===== src/fault_behaviour_pkg.sv =====
package fault_behaviour_pkg;
  // ---------------------------------------------------------------------------
  // register map
  // ---------------------------------------------------------------------------
  localparam logic [11:0] ADDR_ERR_TALLY = 12'h030d;
  localparam logic [11:0] ADDR_CH1_BEH   = 12'h0f00;
  localparam logic [11:0] ADDR_CH2_BEH   = 12'h0f01;
  localparam logic [7:0]  RST_ERR_TALLY  = 8'h00;
  localparam logic [7:0]  RST_BEH        = 8'h00;
  // ---------------------------------------------------------------------------
  // behaviour byte fields
  // ---------------------------------------------------------------------------
  localparam int BEH_EN_BIT  = 0;
  localparam int BEH_SEQ_LSB = 1;
  localparam int BEH_TMO_LSB = 4;
  localparam int CODE_W      = 3;
  // ---------------------------------------------------------------------------
  // substitute output codes
  // ---------------------------------------------------------------------------
  typedef enum logic [2:0] {
    CODE_ZERO  = 3'b000,
    CODE_ONE   = 3'b001,
    CODE_HOLD  = 3'b010,
    CODE_REP   = 3'b011,
    CODE_ALT   = 3'b100,
    CODE_OFF   = 3'b101
  } fault_code_t;
  // ---------------------------------------------------------------------------
  // timing
  // ---------------------------------------------------------------------------
  localparam longint CLK_HZ        = 40_000_000;
  localparam longint TIMEOUT_MS    = 100;
  localparam longint TIMEOUT_CYC   = (TIMEOUT_MS * CLK_HZ) / 1000;
  localparam logic [7:0] SEQ_STEP  = 8'h01;
endpackage : fault_behaviour_pkg


===== src/output_fault_behaviour_control.sv =====
`timescale 1ns/1ps
`default_nettype none
module output_fault_behaviour_control
  import fault_behaviour_pkg::*;
#(
  parameter int          NCH         = 2,
  parameter int          SAMPLES     = 8,
  parameter longint      TIMEOUT_CNT = TIMEOUT_CYC
) (
  input  wire logic               clk_i,
  input  wire logic               nrst_i,
  // cyclic data from the bus side
  input  wire logic               cycle_valid_i,
  input  wire logic               sequence_check_enable_i,
  input  wire logic [7:0]         sequence_tally_value_i,
  input  wire logic [NCH*SAMPLES-1:0] cycle_data_i,
  // output sample strobe
  input  wire logic               sample_tick_i,
  // acyclic register port
  input  wire logic               reg_wr_i,
  input  wire logic               reg_rd_i,
  input  wire logic [11:0]        reg_addr_i,
  input  wire logic [15:0]        reg_wdata_i,
  input  wire logic [1:0]         reg_be_i,
  output logic      [15:0]        reg_rdata_o,
  // channel outputs
  output logic      [NCH-1:0]     chan_out_o,
  output logic      [NCH-1:0]     chan_oe_o,
  output logic                    seq_error_o,
  output logic                    timeout_o
);
  import fault_behaviour_pkg::*;

  localparam int SW = (SAMPLES > 1) ? $clog2(SAMPLES) : 1;
  localparam int TW = $clog2(TIMEOUT_CNT + 1);

  function automatic logic [CODE_W-1:0] field(input logic [7:0] b, input int lsb);
    field = b[lsb +: CODE_W];
  endfunction : field

  // ---------------------------------------------------------------------------
  // registers
  // ---------------------------------------------------------------------------
  logic [7:0]            tally_q, tally_d;
  logic [7:0]            beh_q [NCH], beh_d [NCH];
  logic [7:0]            last_seq_q, last_seq_d;
  logic                  seq_seen_q, seq_seen_d;
  logic                  seq_err_q, seq_err_d;
  logic                  got_cyc_q, got_cyc_d;
  logic [TW-1:0]         tmo_q, tmo_d;
  logic                  expired_q, expired_d;
  logic [NCH*SAMPLES-1:0] buf_q, buf_d;
  logic [SW-1:0]         idx_q, idx_d;
  logic [NCH-1:0]        last_bit_q, last_bit_d;
  logic [NCH-1:0]        alt_q, alt_d;
  logic [NCH-1:0]        out_q, out_d, oe_q, oe_d;
  logic [15:0]           rdata_q, rdata_d;
  logic                  step_ok;

  // ---------------------------------------------------------------------------
  // sequence check, tally, timeout, register port
  // ---------------------------------------------------------------------------
  always_comb begin
    tally_d    = tally_q;
    beh_d      = beh_q;
    last_seq_d = last_seq_q;
    seq_seen_d = seq_seen_q;
    seq_err_d  = seq_err_q;
    got_cyc_d  = got_cyc_q;
    tmo_d      = tmo_q;
    expired_d  = expired_q;
    buf_d      = buf_q;
    rdata_d    = rdata_q;
    step_ok    = (sequence_tally_value_i == last_seq_q + SEQ_STEP);
    // register writes; tally write loads the low data byte
    if (reg_wr_i) begin
      if (reg_addr_i == ADDR_ERR_TALLY && reg_be_i[0]) tally_d = reg_wdata_i[7:0];
      if (reg_addr_i == ADDR_CH1_BEH) begin
        if (reg_be_i[0]) beh_d[0] = reg_wdata_i[7:0];
        if (reg_be_i[1]) beh_d[1] = reg_wdata_i[15:8];
      end
    end
    if (cycle_valid_i) begin
      buf_d     = cycle_data_i;
      tmo_d     = TW'(TIMEOUT_CNT);
      expired_d = 1'b0;
      last_seq_d = sequence_tally_value_i;
      seq_seen_d = sequence_check_enable_i;
      seq_err_d  = 1'b0;
      if (sequence_check_enable_i && seq_seen_q && !step_ok) begin
        tally_d = tally_q + 8'h01; // set wins over clear
      end
    end else begin
      if (tmo_q != '0) tmo_d = tmo_q - TW'(1);
      else expired_d = 1'b1;
    end
    // a block that ends with no cycle since the last block end is a missed sync event
    if (cycle_valid_i) got_cyc_d = 1'b1;
    if (sample_tick_i && idx_q == SW'(SAMPLES - 1)) begin
      if (!got_cyc_q && !cycle_valid_i && seq_seen_q) seq_err_d = 1'b1;
      got_cyc_d = cycle_valid_i;
    end
    rdata_d = 16'h0000;
    if (reg_rd_i) begin
      unique case (reg_addr_i)
        ADDR_ERR_TALLY: rdata_d = {8'h00, tally_q};
        ADDR_CH1_BEH:   rdata_d = {beh_q[1], beh_q[0]};
        ADDR_CH2_BEH:   rdata_d = {8'h00, beh_q[1]};
        default:        rdata_d = 16'h0000;
      endcase
    end
  end

  // ---------------------------------------------------------------------------
  // output selection
  // ---------------------------------------------------------------------------
  always_comb begin
    logic [CODE_W-1:0] code;
    logic              sample;
    code       = '0;
    sample     = 1'b0;
    out_d      = out_q;
    oe_d       = oe_q;
    last_bit_d = last_bit_q;
    alt_d      = alt_q;
    idx_d      = idx_q;
    if (sample_tick_i) begin
      idx_d = (idx_q == SW'(SAMPLES - 1)) ? '0 : idx_q + SW'(1);
      for (int c = 0; c < NCH; c++) begin
        sample = buf_q[c*SAMPLES + int'(idx_q)];
        oe_d[c] = 1'b1;
        if (expired_q) begin
          code = beh_q[c][BEH_EN_BIT] ? field(beh_q[c], BEH_TMO_LSB) : CODE_ZERO;
        end else if (seq_err_q) begin
          code = beh_q[c][BEH_EN_BIT] ? field(beh_q[c], BEH_SEQ_LSB) : CODE_ZERO;
        end else begin
          code = CODE_REP; // normal path and unchecked repeat
        end
        unique case (code)
          CODE_ZERO: out_d[c] = 1'b0;
          CODE_ONE:  out_d[c] = 1'b1;
          CODE_HOLD: out_d[c] = last_bit_q[c];
          CODE_REP:  out_d[c] = sample;
          CODE_ALT:  out_d[c] = alt_q[c];
          CODE_OFF: begin
            out_d[c] = 1'b0;
            oe_d[c]  = 1'b0;
          end
          default:   out_d[c] = 1'b0;
        endcase
        alt_d[c] = (code == CODE_ALT) ? ~alt_q[c] : 1'b0;
        if (!expired_q && !seq_err_q && idx_q == SW'(SAMPLES - 1)) last_bit_d[c] = sample;
      end
    end
  end

  always_ff @(posedge clk_i or negedge nrst_i) begin
    if (!nrst_i) begin
      tally_q    <= RST_ERR_TALLY;
      for (int c = 0; c < NCH; c++) beh_q[c] <= RST_BEH;
      last_seq_q <= 8'h00;
      seq_seen_q <= 1'b0;
      seq_err_q  <= 1'b0;
      got_cyc_q  <= 1'b0;
      tmo_q      <= TW'(TIMEOUT_CNT);
      expired_q  <= 1'b0;
      buf_q      <= '0;
      idx_q      <= '0;
      last_bit_q <= '0;
      alt_q      <= '0;
      out_q      <= '0;
      oe_q       <= '0;
      rdata_q    <= 16'h0000;
    end else begin
      tally_q    <= tally_d;
      beh_q      <= beh_d;
      last_seq_q <= last_seq_d;
      seq_seen_q <= seq_seen_d;
      seq_err_q  <= seq_err_d;
      got_cyc_q  <= got_cyc_d;
      tmo_q      <= tmo_d;
      expired_q  <= expired_d;
      buf_q      <= buf_d;
      idx_q      <= idx_d;
      last_bit_q <= last_bit_d;
      alt_q      <= alt_d;
      out_q      <= out_d;
      oe_q       <= oe_d;
      rdata_q    <= rdata_d;
    end
  end

  assign chan_out_o  = out_q;
  assign chan_oe_o   = oe_q;
  assign reg_rdata_o = rdata_q;
  assign seq_error_o = seq_err_q;
  assign timeout_o   = expired_q;
endmodule : output_fault_behaviour_control
`default_nettype wire


===== config.mk =====
export PLATFORM = sky130hd
export DESIGN_NAME = output_fault_behaviour_control
export DESIGN_NICKNAME = d
export VERILOG_FILES = /design/src/fault_behaviour_pkg.sv /design/src/output_fault_behaviour_control.sv
export SDC_FILE = /design/constraint.sdc
export NUM_CORES = 1
export LEC_CHECK = 0
export ABC_CLOCK_PERIOD_IN_PS = 4150
export BUFFER_PORTS_ARGS = -buffer_cell sky130_fd_sc_hd__clkbuf_2
export CAP_MARGIN = 20
export CORE_MARGIN = 2
export CORE_UTILIZATION = 56
export CTS_BUF_LIST = sky130_fd_sc_hd__clkbuf_4 sky130_fd_sc_hd__clkbuf_8
export CTS_CLUSTER_DIAMETER = 200
export CTS_CLUSTER_SIZE = 10
export DETAILED_ROUTE_END_ITERATION = 16
export GPL_ROUTABILITY_DRIVEN = 0
export PLACE_DENSITY = 0.8
export SLEW_MARGIN = 20
export SYNTH_ARGS = -nofsm -noshare
export SYNTH_HDL_FRONTEND = slang
export SYNTH_SLANG_ARGS = --single-unit

===== constraint.sdc =====
create_clock -name clk_i -period 4.15 [get_ports clk_i]
set_input_delay 0.83 -clock clk_i [delete_from_list [all_inputs] [get_ports clk_i]]
set_output_delay 0.83 -clock clk_i [all_outputs]
set_load 0.02 [all_outputs]

==> Word-level counts from Yosys, hierarchy flattened <==
Index checks and enable logic that the tools add are counted.
{ "word_totals": {"regBits": 101, "input_bits": 61, "out_inout_bits": 22} }
{ "op_classes": {"n_addsub": 5, "magnitude_cmp": 2, "n_eq_ne": 16, "n_mux": 37, "bitwise": 2, "n_reduce_logical": 19} }
{ "ops": {"columns": ["operator", "n"], "rows": [
  ["$pmux W16 S3", 1],
  ["$mux W22", 2],
  ["$mux W3", 11],
  ["$mux W8", 4],
  ["$eq A12 B12 Y1 const B", 2],
  ["$reduce_bool A22 Y1", 1],
  ["$sub A22 B1 Y22 const B", 1],
  ["$add A8 B1 Y8 const B", 2],
  ["$mux W16", 1],
  ["$eq A3 B3 Y1 const B", 5],
  ["$mux W1", 14],
  ["$eq A12 B10 Y1 const B", 1],
  ["$eq A3 B2 Y1 const B", 4],
  ["$eq A8 B8 Y1", 1],
  ["$logic_and A1 B1 Y1", 8],
  ["$pmux W1 S4", 2],
  ["$eq A3 B1 Y1 const B", 2],
  ["$reduce_and A3 Y1", 2],
  ["$add A4 B3 Y5 const A", 1],
  ["$logic_not A1 Y1", 5],
  ["$lt A3 B5 Y1 const B", 1],
  ["$lt A5 B5 Y1 const B", 1],
  ["$bmux W1 S4", 1],
  ["$reduce_bool A2 Y1", 2],
  ["5 further kinds", 6]
]} }

==> Logic depth before layout (Yosys ltp) <==
Gate-level depths: netlist of run 1.
{ "depth": {"word_depth": 6, "depth_mapped": 9, "mapped_depth_nobuf": 8} }

==> Least setup slack after synthesis of run 1 <==
OpenSTA, ideal clock, no wires.
{ "synth_timing": {"kind": "input port to flip-flop", "start": "input sequence_tally_value_i[2]", "end": "register tally_q[7]", "setup_ns": 0.128, "t_arrival_ns": 2.417, "required_time_ns": 4.022, "setup_slack_ns": 1.605, "stages": 7, "path_buffers": 0, "path_cell_list": "inv_1 -> maj3_1 -> o22a_2 -> o41ai_4 -> mux2_2 -> a21oi_1 -> o21ai_0"} }
{ "synth_between": {"elab_chain_len": 5} }
{ "synth_rtl": {"columns": ["item", "line_no", "source"], "rows": [
  ["from (decl)", "output_fault_behaviour_control.sv:15", "input wire logic [7:0] sequence_tally_value_i,"],
  ["$eq A8 B8 Y1", "output_fault_behaviour_control.sv:74", "step_ok = (sequence_tally_value_i == last_seq_q + SEQ_STEP);"],
  ["$logic_not A1 Y1", "output_fault_behaviour_control.sv:90", "if (sequence_check_enable_i && seq_seen_q && !step_ok) begin"],
  ["$logic_and A1 B1 Y1", "output_fault_behaviour_control.sv:90", null],
  ["$mux W8", "output_fault_behaviour_control.sv:90", null],
  ["$mux W8", "output_fault_behaviour_control.sv:83", "if (cycle_valid_i) begin"],
  ["via tally_d[7]", "output_fault_behaviour_control.sv:44", "logic [7:0] tally_q, tally_d;"],
  ["to (signal assigned)", "output_fault_behaviour_control.sv:175", "tally_q <= tally_d;"],
  ["to (decl)", "output_fault_behaviour_control.sv:44", null]
]} }
The timed path passes the listed nets, and every way through them passes these cells.
A chain may end at the register's enable or synchronous reset.

==> Worst setup path after layout of run 1 <==
{ "layout_timing": {"start": "register last_seq_q[0]", "end": "register tally_q[7]"} }
{ "layout_between": {"elab_chain_len": 6} }
{ "layout_rtl": {"columns": ["item", "line_no", "source"], "rows": [
  ["from (decl)", "output_fault_behaviour_control.sv:46", "logic [7:0] last_seq_q, last_seq_d;"],
  ["from (signal assigned)", "output_fault_behaviour_control.sv:177", "last_seq_q <= last_seq_d;"],
  ["$add A8 B1 Y8", "output_fault_behaviour_control.sv:74", null],
  ["$eq A8 B8 Y1", "output_fault_behaviour_control.sv:74", null],
  ["$logic_not A1 Y1", "output_fault_behaviour_control.sv:90", null],
  ["$logic_and A1 B1 Y1", "output_fault_behaviour_control.sv:90", null],
  ["$mux W8", "output_fault_behaviour_control.sv:90", null],
  ["$mux W8", "output_fault_behaviour_control.sv:83", null],
  ["via tally_d[7]", "output_fault_behaviour_control.sv:44", null]
]} }
The timed path passes the listed nets, and every way through them passes these cells.

==> results of run 1 <==
-- power by group through the flow --
| stage | Combinational [µW] | Sequential [µW] | Clock [µW] |
|---|---|---|---|
| after global placement | 470 | 1230 | 0 |
| after floorplan | 366 | 1200 | 0 |
| final | 487 | 1220 | 612 |
| after global routing | 550 | 1240 | 664 |
| after CTS | 489 | 1220 | 623 |
| after detailed placement | 485 | 1240 | 0 |
-- area by class of cell --
class / instances / area (µm²) / share of cell area
clock buffers: 10 / 138 / 0.0245
clock inverters: 6 / 53.8 / 0.00958
inverters: 10 / 37.5 / 0.00668
multi-input cells: 313 / 2270 / 0.405
flip-flops and latches: 101 / 2540 / 0.451
well taps: 108 / 135 / 0.0241
repair buffers: 86 / 443 / 0.0788
-- kinds of logic after synthesis --
kind of cell / synth area share
xor gates and xnor gates: 0.0482
DFF: 0.517
adders and majority gates: 0.0148
muxes: 0.137
buffers and inverters: 0.0199
AOI/OAI and AO/OA: 0.103
and+or+nand+nor: 0.161
-- cells in the mapped netlist, types with 5 or more instances --
cell type | number | area share
sky130_fd_sc_hd__o21ai_0 | 11 | 0.011
sky130_fd_sc_hd__a222oi_1 | 8 | 0.016
sky130_fd_sc_hd__a31oi_1 | 5 | 0.0064
sky130_fd_sc_hd__clkbuf_1 | 11 | 0.0084
sky130_fd_sc_hd__mux2_2 | 48 | 0.11
sky130_fd_sc_hd__dfstp_2 | 7 | 0.037
sky130_fd_sc_hd__a21oi_1 | 21 | 0.021
sky130_fd_sc_hd__xor2_1 | 13 | 0.023
sky130_fd_sc_hd__xnor2_1 | 14 | 0.025
sky130_fd_sc_hd__nand3_1 | 14 | 0.014
sky130_fd_sc_hd__nor3_1 | 11 | 0.011
sky130_fd_sc_hd__ha_1 | 5 | 0.013
sky130_fd_sc_hd__and3_1 | 16 | 0.020
sky130_fd_sc_hd__nor2_1 | 53 | 0.041
sky130_fd_sc_hd__nand2_1 | 27 | 0.021
sky130_fd_sc_hd__dfrtp_1 | 94 | 0.48
sky130_fd_sc_hd__inv_1 | 10 | 0.0076
-- routing by layer --
layer  routed length, µm  track usage  vias up
li1                    -            -     1746
met1                4650        0.316     1750
met2                4490        0.333      132
met3                 633       0.0439       17
met4                 203       0.0694        0
met5                   0            0        -
-- placed cells by master, fill, tap and decap left out, types with 5 or more instances in the layout --
cell / Yosys / routed
sky130_fd_sc_hd__xor2_1: 13 / 13
sky130_fd_sc_hd__mux2_2: 48 / 48
sky130_fd_sc_hd__dfrtp_1: 94 / 94
sky130_fd_sc_hd__a21oi_1: 21 / 21
sky130_fd_sc_hd__o21ai_0: 11 / 11
sky130_fd_sc_hd__nand2_1: 27 / 27
sky130_fd_sc_hd__a31oi_1: 5 / 5
sky130_fd_sc_hd__dfstp_2: 7 / 7
sky130_fd_sc_hd__buf_4: 1 / 5
sky130_fd_sc_hd__clkbuf_8: 0 / 10
sky130_fd_sc_hd__ha_1: 5 / 5
sky130_fd_sc_hd__nor3_1: 11 / 11
sky130_fd_sc_hd__and3_1: 16 / 16
sky130_fd_sc_hd__inv_1: 10 / 10
sky130_fd_sc_hd__a222oi_1: 8 / 8
sky130_fd_sc_hd__nor2_1: 53 / 53
sky130_fd_sc_hd__nand3_1: 14 / 14
sky130_fd_sc_hd__clkbuf_2: 0 / 81
sky130_fd_sc_hd__xnor2_1: 14 / 14
-- how the worst max path moves through the flow --
| stage | end | slack (ps) | cells after the start |
|---|---|---|---|
| 6_report | tally_q[7]$_DFF_PN0_ | 1330 | 8 |
| 2_1_floorplan | tally_q[7]$_DFF_PN0_ | 1610 | 7 |
| 5_1_grt | tally_q[3]$_DFF_PN0_ | 1050 | 8 |
| 4_1_cts | tally_q[7]$_DFF_PN0_ | 1320 | 8 |
| 3_5_place_dp | tally_q[7]$_DFF_PN0_ | 1130 | 8 |
| 3_3_place_gp | tally_q[7]$_DFF_PN0_ | 1140 | 8 |
-- critical path, stage by stage (launching register included) --
cell and delay (ps):
sky130_fd_sc_hd__dfrtp_1 450, sky130_fd_sc_hd__ha_1 280, sky130_fd_sc_hd__xnor2_1 160, sky130_fd_sc_hd__a211oi_2 240, sky130_fd_sc_hd__o211ai_2 170, sky130_fd_sc_hd__o41ai_4 770, sky130_fd_sc_hd__mux2_2 410, sky130_fd_sc_hd__a21oi_1 140
sky130_fd_sc_hd__o21ai_0 90
-- registers in the layout (all words and copies together), names as in the netlist, 2 cells and up --
signal and flops:
tmo_q 22, beh_q 16, buf_q 16, reg_rdata_o 16, last_seq_q 8, tally_q 8, idx_q 3, alt_q 2
chan_oe_o 2, chan_out_o 2, last_bit_q 2
-- metrics by stage --
| stage | utilization | hold WS (ps) | cell area, µm² |
|---|---|---|---|
| after floorplan | - | 450 | 4910 |
| after global placement | 0.631 | 458 | 5430 |
| final | 0.654 | 367 | 5620 |
| after CTS | 0.654 | 365 | 5620 |
| after detailed placement | 0.631 | 476 | 5430 |
| after global routing | 0.654 | 377 | 5620 |
==> impl_metrics.csv, run 1 <==
group,metric,value,unit
die,die-area,9530,µm²
logic_synthesis,proportion_of_register_bits_with_asynchronous_set_or_reset_after_synthesis,1.00,
cts,cts-root-buf,"sky130_fd_sc_hd__clkbuf_8",
sta,hold_violations,0,
cts,postCtsSetupBuffers,0,
place,io_buffers,82,
layout,flow.area_growth_from_synthesis,14.5,%
global_route,antenna_found_initial,0,
worst_setup_path,required,4390,ps
worst_setup_path,setup.worst_path.class,"reg2reg",
cts,cts-hold-fix-buffers,0,
power,cell_internal_pwr,1590,µW
power,sequentialPowerShare,0.526,
power,p_leak,0.00263,µW
logic_synthesis,postSynthRegisterBits,101,
route,detail_route.wl_per_cell,15.7,µm
sta,worst_slew_margin_rel,0.486,
sta,final_min_period_over_clock_period,0.679,
global_route,grt_remaining_overflow,0,
layout,layoutNonFillerInstCount,634,
logic_synthesis,mappedNetlistArea,4910,µm²
power,ir_drop,0.207,mV
layout,n_fill_cell,701,
worst_setup_path,setup.worst_path.end_class,"register",
worst_setup_path,capture_instance_of_the_worst_register_to_register_path,"tally_q[7]$_DFF_PN0_",
logic_synthesis,post_synth_num_cell_types,56,
die,fp.dieW,97.6,µm
route,vias_per_inst,5.75,
worst_setup_path,r2r_cells,8,
layout,num-nets-final,587,
worst_setup_path,cp-start-kind,"register",
worst_setup_path,critical_path_peak_fanout,16,
layout,num_antenna_cells,0,
sta,rsz0062_at_grt,"false",
sta,period_minus_slack,2820,ps
power,powerDensity,413,nW/µm²
cts,tritoncts,"yes",
die,die_h,97.6,µm
route,route.detailed.drc,0,
place,numPlacedInstances,618,
sta,skew,18.9,ps
die,core-area,8590,µm²
cts,path_clk_slew,110,ps
status,run_status,"finished, final reports clean",
route,ant_nets,0,
global_route,largest_net_degree_at_the_start_of_global_routing,51,
die,placement_rows,34,
logic_synthesis,edff_count_synth,0,
logic_synthesis,synthesis.nets,503,
flow_run,max_cap_violations,0,
power,design_power_total,2320,µW
worst_setup_path,worst-r2r-setup-slack,1330,ps
sta,final.setup.tns,0,ps
sta,final_worst_setup_slack,1330,ps
sta,setup_violations,0,
sta,fmaxAchievable,355,MHz
layout,drive_above_1_share,0.331,
power,clkPwrFrac,0.264,
route,dr.pass1.iters,5,
cts,ctsHtreeMaxLevel,3,
die,design.portCount,83,
logic_synthesis,register_area_share_after_synthesis,0.517,
logic_synthesis,synth-warning-count,0,
power,switchingPower,727,µW
worst_setup_path,crit_arrival,3060,ps
worst_setup_path,crit_path_start,"last_seq_q[0]$_DFFE_PN0P_",
die,start_util,0.571,
logic_synthesis,synth_cells,437,
sta,tightestPinTransition,769,ps
cts,clk_latency,370,ps
global_route,number_of_global_route_vias_before_repair,3536,
worst_setup_path,rr_startpoint,"last_seq_q[0]$_DFFE_PN0P_",
route,drt_first_iter_violations,326,
global_route,grt_first_pass_wirelength,16800,µm
cts,cts_made_buffers,9,
logic_synthesis,syn_area_per_cell,11.2,µm²
cts,cts_buffer_depth,2,
cts,cts_repair_resize_count,0,
route,routed_wl,9980,µm
worst_hold_path,hold_class,"in2async",
sta,drv_slew,0,
logic_synthesis,dominantRegCellSynth,"sky130_fd_sc_hd__dfrtp_1",
power,power.share.switching,0.314,
place,dp_slack,1130,ps
route,detailroute.via_count,3645,
global_route,grt.total_usage,0.218,
power,comb_power_share,0.210,
cts,tritoncts_num_sinks,101,
place,place.detailed.hpwl,7280,µm
Note: power is estimated with default switching activity, not from simulation.
==> run 2, diff against run 1 <==
--- a/config.mk
+++ b/config.mk
@@ -5,17 +5,18 @@
 export SDC_FILE = /design/constraint.sdc
 export NUM_CORES = 1
 export LEC_CHECK = 0
-export ABC_CLOCK_PERIOD_IN_PS = 4150
+export ABC_AREA = 1
+export ABC_CLOCK_PERIOD_IN_PS = 2300
 export BUFFER_PORTS_ARGS = -buffer_cell sky130_fd_sc_hd__clkbuf_2
 export CAP_MARGIN = 20
 export CORE_MARGIN = 2
-export CORE_UTILIZATION = 56
+export CORE_UTILIZATION = 54
 export CTS_BUF_LIST = sky130_fd_sc_hd__clkbuf_4 sky130_fd_sc_hd__clkbuf_8
 export CTS_CLUSTER_DIAMETER = 200
 export CTS_CLUSTER_SIZE = 10
 export DETAILED_ROUTE_END_ITERATION = 16
 export GPL_ROUTABILITY_DRIVEN = 0
-export PLACE_DENSITY = 0.8
+export PLACE_DENSITY = 0.79
 export SLEW_MARGIN = 20
 export SYNTH_ARGS = -nofsm -noshare
 export SYNTH_HDL_FRONTEND = slang
==> constraint.sdc (replaced) <==
create_clock -name clk_i -period 2.3 [get_ports clk_i]
set_input_delay 0.46 -clock clk_i [delete_from_list [all_inputs] [get_ports clk_i]]
set_output_delay 0.46 -clock clk_i [all_outputs]
set_load 0.02 [all_outputs]
==> run 2 against run 1 <==
Sequential power is 73% higher. Total power is 87% higher. Count of clock-buffer cells in the layout is 1 higher. Synthesized cell count is 69% higher. Synthesized area is 13% higher. Routed wire length is 24% higher. Design area is 13% higher. Via count is 35% higher. Clock skew is 7.3 ps lower. Combinational power is 82% higher.
==> impl_metrics.csv, run 2 <==
group,metric,value,unit
global_route,number_of_global_route_vias_before_repair,4793,
route,vias_per_inst,5.10,
logic_synthesis,synth.top_cells.by_area,"sky130_fd_sc_hd__dfrtp_1 42%, sky130_fd_sc_hd__nand2_1 15%, sky130_fd_sc_hd__inv_1 7.5%",
worst_hold_path,hold_class,"in2async",
logic_synthesis,mappedNetlistArea,5570,µm²
worst_setup_path,critical_path_peak_fanout,10,
worst_setup_path,setup.worst_path.end_class,"register",
logic_synthesis,yosysMostFrequentCell,"sky130_fd_sc_hd__nand2_1",
die,die_h,106,µm
power,sequentialPowerShare,0.488,
global_route,largest_net_degree_at_the_start_of_global_routing,58,
sta,worst_hold_margin,31.7,ps
sta,drv_slew,0,
logic_synthesis,dominantRegCellSynth,"sky130_fd_sc_hd__dfrtp_1",
sta,period_minus_slack,1970,ps
cts,clk_latency,380,ps
worst_setup_path,rr_startpoint,"tmo_q[0]$_DFFE_PN0P_",
worst_setup_path,cp_slowest_stage_delay,400,ps
layout,layout.area.seq,2540,µm²
logic_synthesis,synthSimpleGateAreaFrac,0.319,
cts,cts_repair_resize_count,0,
power,powerDensity,681,nW/µm²
global_route,grt_first_pass_wirelength,21700,µm
logic_synthesis,synth-warning-count,0,
route,ant_nets,0,
layout,n_fill_cell,878,
route,detailroute.via_count,4905,
power,power.share.switching,0.318,
power,clkPwrFrac,0.308,
logic_synthesis,synth.area.mux_share,0,
worst_setup_path,cp_common_cell,"sky130_fd_sc_hd__inv_1",
global_route,grt_remaining_overflow,0,
layout,flow.area_growth_from_synthesis,14.2,%
layout,layout_common_cells,"222 x sky130_fd_sc_hd__nand2_1, 111 x sky130_fd_sc_hd__inv_1, 94 x sky130_fd_sc_hd__dfrtp_1, 81 x sky130_fd_sc_hd__clkbuf_2, 70 x sky130_fd_sc_hd__nor2_1",
status,run_status,"finished, final reports clean",
logic_synthesis,synth_top_cells_by_count,"222 x sky130_fd_sc_hd__nand2_1, 111 x sky130_fd_sc_hd__inv_1, 94 x sky130_fd_sc_hd__dfrtp_1",
logic_synthesis,postSynthRegisterBits,101,
power,comb_power_share,0.204,
layout,num_antenna_cells,0,
logic_synthesis,post_synth_num_cell_types,39,
sta,rsz0062_at_grt,"false",
place,io_buffers,82,
layout,layout_commonest_cell,"sky130_fd_sc_hd__nand2_1",
sta,fmaxAchievable,507,MHz
die,die-area,11100,µm²
sta,hold_violations,0,
logic_synthesis,synthXorXnorAreaFrac,0.0378,
die,core-area,10200,µm²
die,start_util,0.547,
cts,tritoncts,"yes",
power,cell_internal_pwr,2950,µW
die,fp.dieW,106,µm
power,p_leak,0.00340,µW
sta,worst_slew_margin_rel,0.677,
global_route,grt.total_usage,0.238,
worst_setup_path,worst-r2r-setup-slack,330,ps
worst_setup_path,crit_arrival,2240,ps
logic_synthesis,synth_top_family_by_area,"simple AND/OR/NAND/NOR gates",
worst_setup_path,critical-path-top-delay-family,"simple AND/OR/NAND/NOR gates",
route,drt_first_iter_violations,302,
global_route,antenna_found_initial,0,
sta,final_min_period_over_clock_period,0.857,
worst_setup_path,critPathBufInv,3,
sta,skew,11.6,ps
route,routed_wl,12400,µm
logic_synthesis,edff_count_synth,0,
layout,max_flop_register,"tmo_q",
cts,cts_made_buffers,9,
route,route.detailed.drc,0,
layout,drive_above_1_share,0.179,
logic_synthesis,proportion_of_register_bits_with_asynchronous_set_or_reset_after_synthesis,1.00,
cts,cts-root-buf,"sky130_fd_sc_hd__clkbuf_8",
worst_setup_path,setup.worst_path.class,"reg2reg",
sta,setup_violations,0,
cts,cts-hold-fix-buffers,0,
worst_setup_path,cp-start-kind,"register",
layout,area_of_combinational_cells_with_multiple_inputs,2520,µm²
worst_setup_path,r2r_cells,9,
layout,largest_reg_flops,22,
route,detail_route.wl_per_cell,12.9,µm
power,ir_drop,0.379,mV
sta,tightestPinTransition,484,ps
worst_setup_path,required,2570,ps
worst_setup_path,capture_instance_of_the_worst_register_to_register_path,"tmo_q[5]$_DFFE_PN0P_",
logic_synthesis,synthesis.nets,804,
logic_synthesis,yosys.area.top_type_share,0.422,
logic_synthesis,synth_cells,738,
worst_setup_path,crit_path_top_delay_cell,"sky130_fd_sc_hd__dfrtp_1",
logic_synthesis,synth-compound-area-share,0.0847,
cts,tritoncts_num_sinks,101,
place,place.detailed.hpwl,9250,µm
power,switchingPower,1380,µW
route,dr.pass1.iters,5,
die,placement_rows,37,
cts,cts_buffer_depth,2,
die,design.portCount,83,
logic_synthesis,post-synth-top-area-cell,"sky130_fd_sc_hd__dfrtp_1",
sta,final.setup.tns,0,ps
cts,path_clk_slew,100,ps
logic_synthesis,register_area_share_after_synthesis,0.456,
logic_synthesis,syn_area_per_cell,7.54,µm²
cts,postCtsSetupBuffers,0,
flow_run,max_cap_violations,0,
layout,num-nets-final,887,
worst_setup_path,critical_path.cell_chain,"inv_1 > ha_1 > nand2_2 > nor2_2 > nand4_4 > nor2_8 > inv_4 > nand2_1 > inv_1",
cts,ctsHtreeMaxLevel,3,
logic_synthesis,synth_adder_area_share,0.0112,
## run 2: cell count changes in the layout (fill, tap and decap cells not counted), moves of 33 or more
cell,change
sky130_fd_sc_hd__nand2_1,+195
sky130_fd_sc_hd__mux2_2,-48
sky130_fd_sc_hd__o21ai_0,+33
sky130_fd_sc_hd__nand3_1,+50
sky130_fd_sc_hd__inv_1,+101
## run 2: power by group through the flow
stage          logic [µW]  registers, µW  clock network, µW
2_1_floorplan         622           2110                  0
3_3_place_gp          852           2140                  0
3_5_place_dp          885           2140                  0
4_1_cts               889           2110               1340
5_1_grt              1030           2130               1410
6_report              884           2110               1330
## run 2: how the worst max path moves through the flow
stage                           endpoint  cells after the start                  from  slack, ps
finish              tmo_q[5]$_DFFE_PN0P_                      9  tmo_q[0]$_DFFE_PN0P_        330
floorplan           tmo_q[3]$_DFFE_PN0P_                      9  tmo_q[0]$_DFFE_PN0P_        620
global route        tmo_q[8]$_DFFE_PN1P_                      9  tmo_q[0]$_DFFE_PN0P_        230
global placement    tmo_q[6]$_DFFE_PN0P_                      9  tmo_q[0]$_DFFE_PN0P_        500
CTS                 tmo_q[5]$_DFFE_PN0P_                      9  tmo_q[0]$_DFFE_PN0P_        350
detailed placement  tmo_q[5]$_DFFE_PN0P_                      9  tmo_q[0]$_DFFE_PN0P_        380
## run 2: cell families (layout without fill, tap and decap cells)
group / Yosys count / after routing
AO/OA/AOI/OAI: 78 / 78
XOR/XNOR: 24 / 24
adder cells (fa/ha/maj): 5 / 5
buffers and inverters: 127 / 215
flip-flops: 101 / 101
AND/OR/NAND/NOR: 403 / 403
## run 2: stage by stage
step / area [µm²] / instances / power, µW / util / worst slack (ps)
CTS: 6360 / 962 / 4350 / 0.624 / 350
finish: 6360 / 962 / 4330 / 0.624 / 329
global route: 6360 / 962 / 4570 / 0.624 / 228
floorplan: 5570 / 738 / 2730 / - / 623
detailed placement: 6120 / 946 / 3030 / 0.601 / 382
global placement: 6120 / 946 / 2990 / 0.601 / 500
## run 2: final cells by class
type,count,share of cell area
flip-flops and latches,101,0.399
multi-input cells,510,0.397
repair buffers,86,0.0736
inverters,113,0.0671
well taps,136,0.0268
clock buffers,11,0.0228
clock inverters,5,0.0140
## run 2: metal layers
metal	global-route usage	wire length [µm]	vias to the layer above
li1	-	-	2472
met1	0.316	5600	2303
met2	0.401	6090	114
met3	0.0402	502	16
met4	0.0714	183	0
met5	0	0	-
==> run 3, diff against run 2 <==
--- a/config.mk
+++ b/config.mk
@@ -5,12 +5,11 @@
 export SDC_FILE = /design/constraint.sdc
 export NUM_CORES = 1
 export LEC_CHECK = 0
-export ABC_AREA = 1
 export ABC_CLOCK_PERIOD_IN_PS = 2300
 export BUFFER_PORTS_ARGS = -buffer_cell sky130_fd_sc_hd__clkbuf_2
 export CAP_MARGIN = 20
 export CORE_MARGIN = 2
-export CORE_UTILIZATION = 54
+export CORE_UTILIZATION = 53
 export CTS_BUF_LIST = sky130_fd_sc_hd__clkbuf_4 sky130_fd_sc_hd__clkbuf_8
 export CTS_CLUSTER_DIAMETER = 200
 export CTS_CLUSTER_SIZE = 10
==> run 3 against run 2 <==
The run now ends with negative setup slack left. Clock power shrank 20%. Clock skew shrank 0.73 ps. Total power shrank 2.2%. Sequential power grew 4%. Non-clock buffer count grew 26. Via count shrank 23%. Sequential share of layout area grew 3.1 points. Fmax shrank 15%. Routed wire length shrank 15%.
==> impl_metrics.csv, run 3 (same netlist as run 1, synthesis figures left out) <==
group,metric,value,unit
worst_hold_path,hold_class,"in2async",
power,comb_power_share,0.230,
global_route,antenna_found_initial,0,
sta,final.setup.tns,-10.2,ps
global_route,grt.total_usage,0.220,
route,detail_route.wl_per_cell,15.9,µm
route,ant_nets,0,
sta,final_worst_setup_slack,-10.2,ps
sta,worst_hold_margin,47.3,ps
worst_setup_path,cp-start-kind,"register",
status,run_status,"complete, but fails checks",
die,fp.dieW,100,µm
layout,layoutNonFillerInstCount,662,
sta,rsz0062_at_grt,"true",
power,powerDensity,718,nW/µm²
layout,num_antenna_cells,0,
global_route,grt_remaining_overflow,0,
worst_setup_path,critPathBufInv,1,
cts,cts_made_buffers,9,
worst_setup_path,critical_path_peak_fanout,5,
worst_setup_path,crit_path_start,"last_seq_q[0]$_DFFE_PN0P_",
power,power.share.switching,0.317,
layout,utilization,0.648,
power,ir_drop,0.378,mV
place,place.detailed.hpwl,7500,µm
global_route,number_of_global_route_vias_before_repair,3739,
worst_setup_path,critical_path.cell_chain,"ha_2 > maj3_2 > o22a_2 > o41ai_4 > buf_4 > mux2_4 > a21oi_2 > o21ai_1",
sta,period_minus_slack,2310,ps
route,dr.pass1.iters,5,
sta,tightestPinTransition,550,ps
sta,fmaxAchievable,433,MHz
cts,cts-root-buf,"sky130_fd_sc_hd__clkbuf_8",
layout,flow.area_growth_from_synthesis,20.3,%
place,dp_slack,-57.5,ps
die,core-area,9110,µm²
power,clkPwrFrac,0.250,
cts,tritoncts,"yes",
place,io_buffers,82,
power,sequentialPowerShare,0.520,
global_route,largest_net_degree_at_the_start_of_global_routing,51,
power,cell_internal_pwr,2890,µW
sta,hold_violations,0,
layout,layout_commonest_cell,"sky130_fd_sc_hd__dfrtp_1",
sta,worst_slew_margin_rel,0.634,
cts,clk_latency,370,ps
status,violations,"negative setup slack",
flow_run,max_cap_violations,0,
layout,num-nets-final,613,
place,numPlacedInstances,636,
cts,cts_buffer_depth,2,
power,switchingPower,1340,µW
worst_setup_path,rr_startpoint,"last_seq_q[0]$_DFFE_PN0P_",
die,die-area,10000,µm²
route,routed_wl,10500,µm
route,route.detailed.drc,0,
sta,skew,10.9,ps
route,vias_per_inst,5.68,
route,detailroute.via_count,3758,
sta,setup_violations,1,
worst_setup_path,setup.worst_path.end_class,"register",
worst_setup_path,cp_slowest_stage_delay,410,ps
die,start_util,0.539,
worst_setup_path,required,2560,ps
cts,path_clk_slew,100,ps
sta,drv_slew,0,
layout,max_flop_register,"tmo_q",
worst_setup_path,crit_arrival,2570,ps
route,drt_first_iter_violations,237,
layout,drive_above_1_share,0.381,
die,placement_rows,35,
global_route,grt_first_pass_wirelength,17600,µm
worst_setup_path,crit_path_top_delay_cell,"sky130_fd_sc_hd__dfrtp_1",
layout,layout_common_cells,"94 x sky130_fd_sc_hd__dfrtp_1, 81 x sky130_fd_sc_hd__clkbuf_2, 53 x sky130_fd_sc_hd__nor2_1, 47 x sky130_fd_sc_hd__mux2_2, 28 x sky130_fd_sc_hd__buf_4",
worst_setup_path,critical-path-top-delay-family,"compound AO/OA/AOI/OAI gates",
worst_setup_path,setup.worst_path.class,"reg2reg",
layout,largest_reg_flops,22,
die,die_h,100,µm
die,design.portCount,83,
cts,tritoncts_num_sinks,101,
sta,final_min_period_over_clock_period,1.00,
cts,ctsHtreeMaxLevel,3,
power,p_leak,0.00279,µW
-- run 3: cell count changes in the layout (fill, tap and decap cells not counted), moves of 15 or more --
| cell | delta |
|---|---|
| sky130_fd_sc_hd__nand3_1 | -50 |
| sky130_fd_sc_hd__mux2_2 | +47 |
| sky130_fd_sc_hd__and3_1 | +15 |
| sky130_fd_sc_hd__o21ai_0 | -34 |
| sky130_fd_sc_hd__buf_4 | +25 |
| sky130_fd_sc_hd__o21ai_2 | -17 |
| sky130_fd_sc_hd__nor2_1 | -17 |
| sky130_fd_sc_hd__nand2_1 | -196 |
| sky130_fd_sc_hd__inv_1 | -101 |
-- run 3: stage by stage --
stage	area (µm²)	total power (µW)
CTS	5800	4230
finish	5900	4240
global placement	5560	3100
global route	5900	4490
floorplan	4910	2830
detailed placement	5560	3150
-- run 3: worst paths after layout --
check                                        to  slack, ps  depth (start not counted)
setup / recovery           tally_q[7]$_DFF_PN0_        -10                          8
hold / removal             tally_q[6]$_DFF_PN0_         50                          1
setup reg to reg           tally_q[7]$_DFF_PN0_        -10                          8
hold reg to reg            alt_q[1]$_DFFE_PN0P_        480                          1
max in group asynchronous  beh_q[7]$_DFFE_PN0P_       1660                          2
min in group clk_i         buf_q[1]$_DFFE_PN0P_        310                          2
-- run 3: area by class of cell --
cell class | count | area [µm²]
Timing Repair Buffer | 112 | 658
Multi-Input combinational cell | 313 | 2350
Clock buffer | 9 | 124
Inverter | 10 | 37.5
Fill cell | 693 | 3210
Clock inverter | 6 | 56.3
Sequential cell | 101 | 2540
Tap cell | 111 | 139
-- run 3: repair_timing --
action,4_1_cts,5_1_grt
resized for setup,6,10
hold buffers,0,0
setup buffers,5,6
pin swaps,5,5
setup endpoints to repair,5,10
-- run 3: power groups by stage --
stage	clock, µW	sequential, µW	combinational (µW)
floorplan	0	2170	661
global placement	0	2220	878
detailed placement	0	2230	918
CTS	1090	2200	944
global route	1170	2240	1090
finish	1060	2200	974
-- run 3: metal layers --
metal / vias to the layer above / track usage / wire length (µm)
met4: 0 / 0.0632 / 133
met2: 131 / 0.367 / 4990
met1: 1817 / 0.294 / 4760
met3: 10 / 0.0446 / 619
li1: 1800 / - / -
met5: - / 0 / 0
-- run 3: worst reg2reg max path: stages (launching register included) --
cell	delay, ps
sky130_fd_sc_hd__dfrtp_1	410
sky130_fd_sc_hd__ha_2	210
sky130_fd_sc_hd__maj3_2	300
sky130_fd_sc_hd__o22a_2	260
sky130_fd_sc_hd__o41ai_4	330
sky130_fd_sc_hd__buf_4	200
sky130_fd_sc_hd__mux2_4	310
sky130_fd_sc_hd__a21oi_2	120
sky130_fd_sc_hd__o21ai_1	70
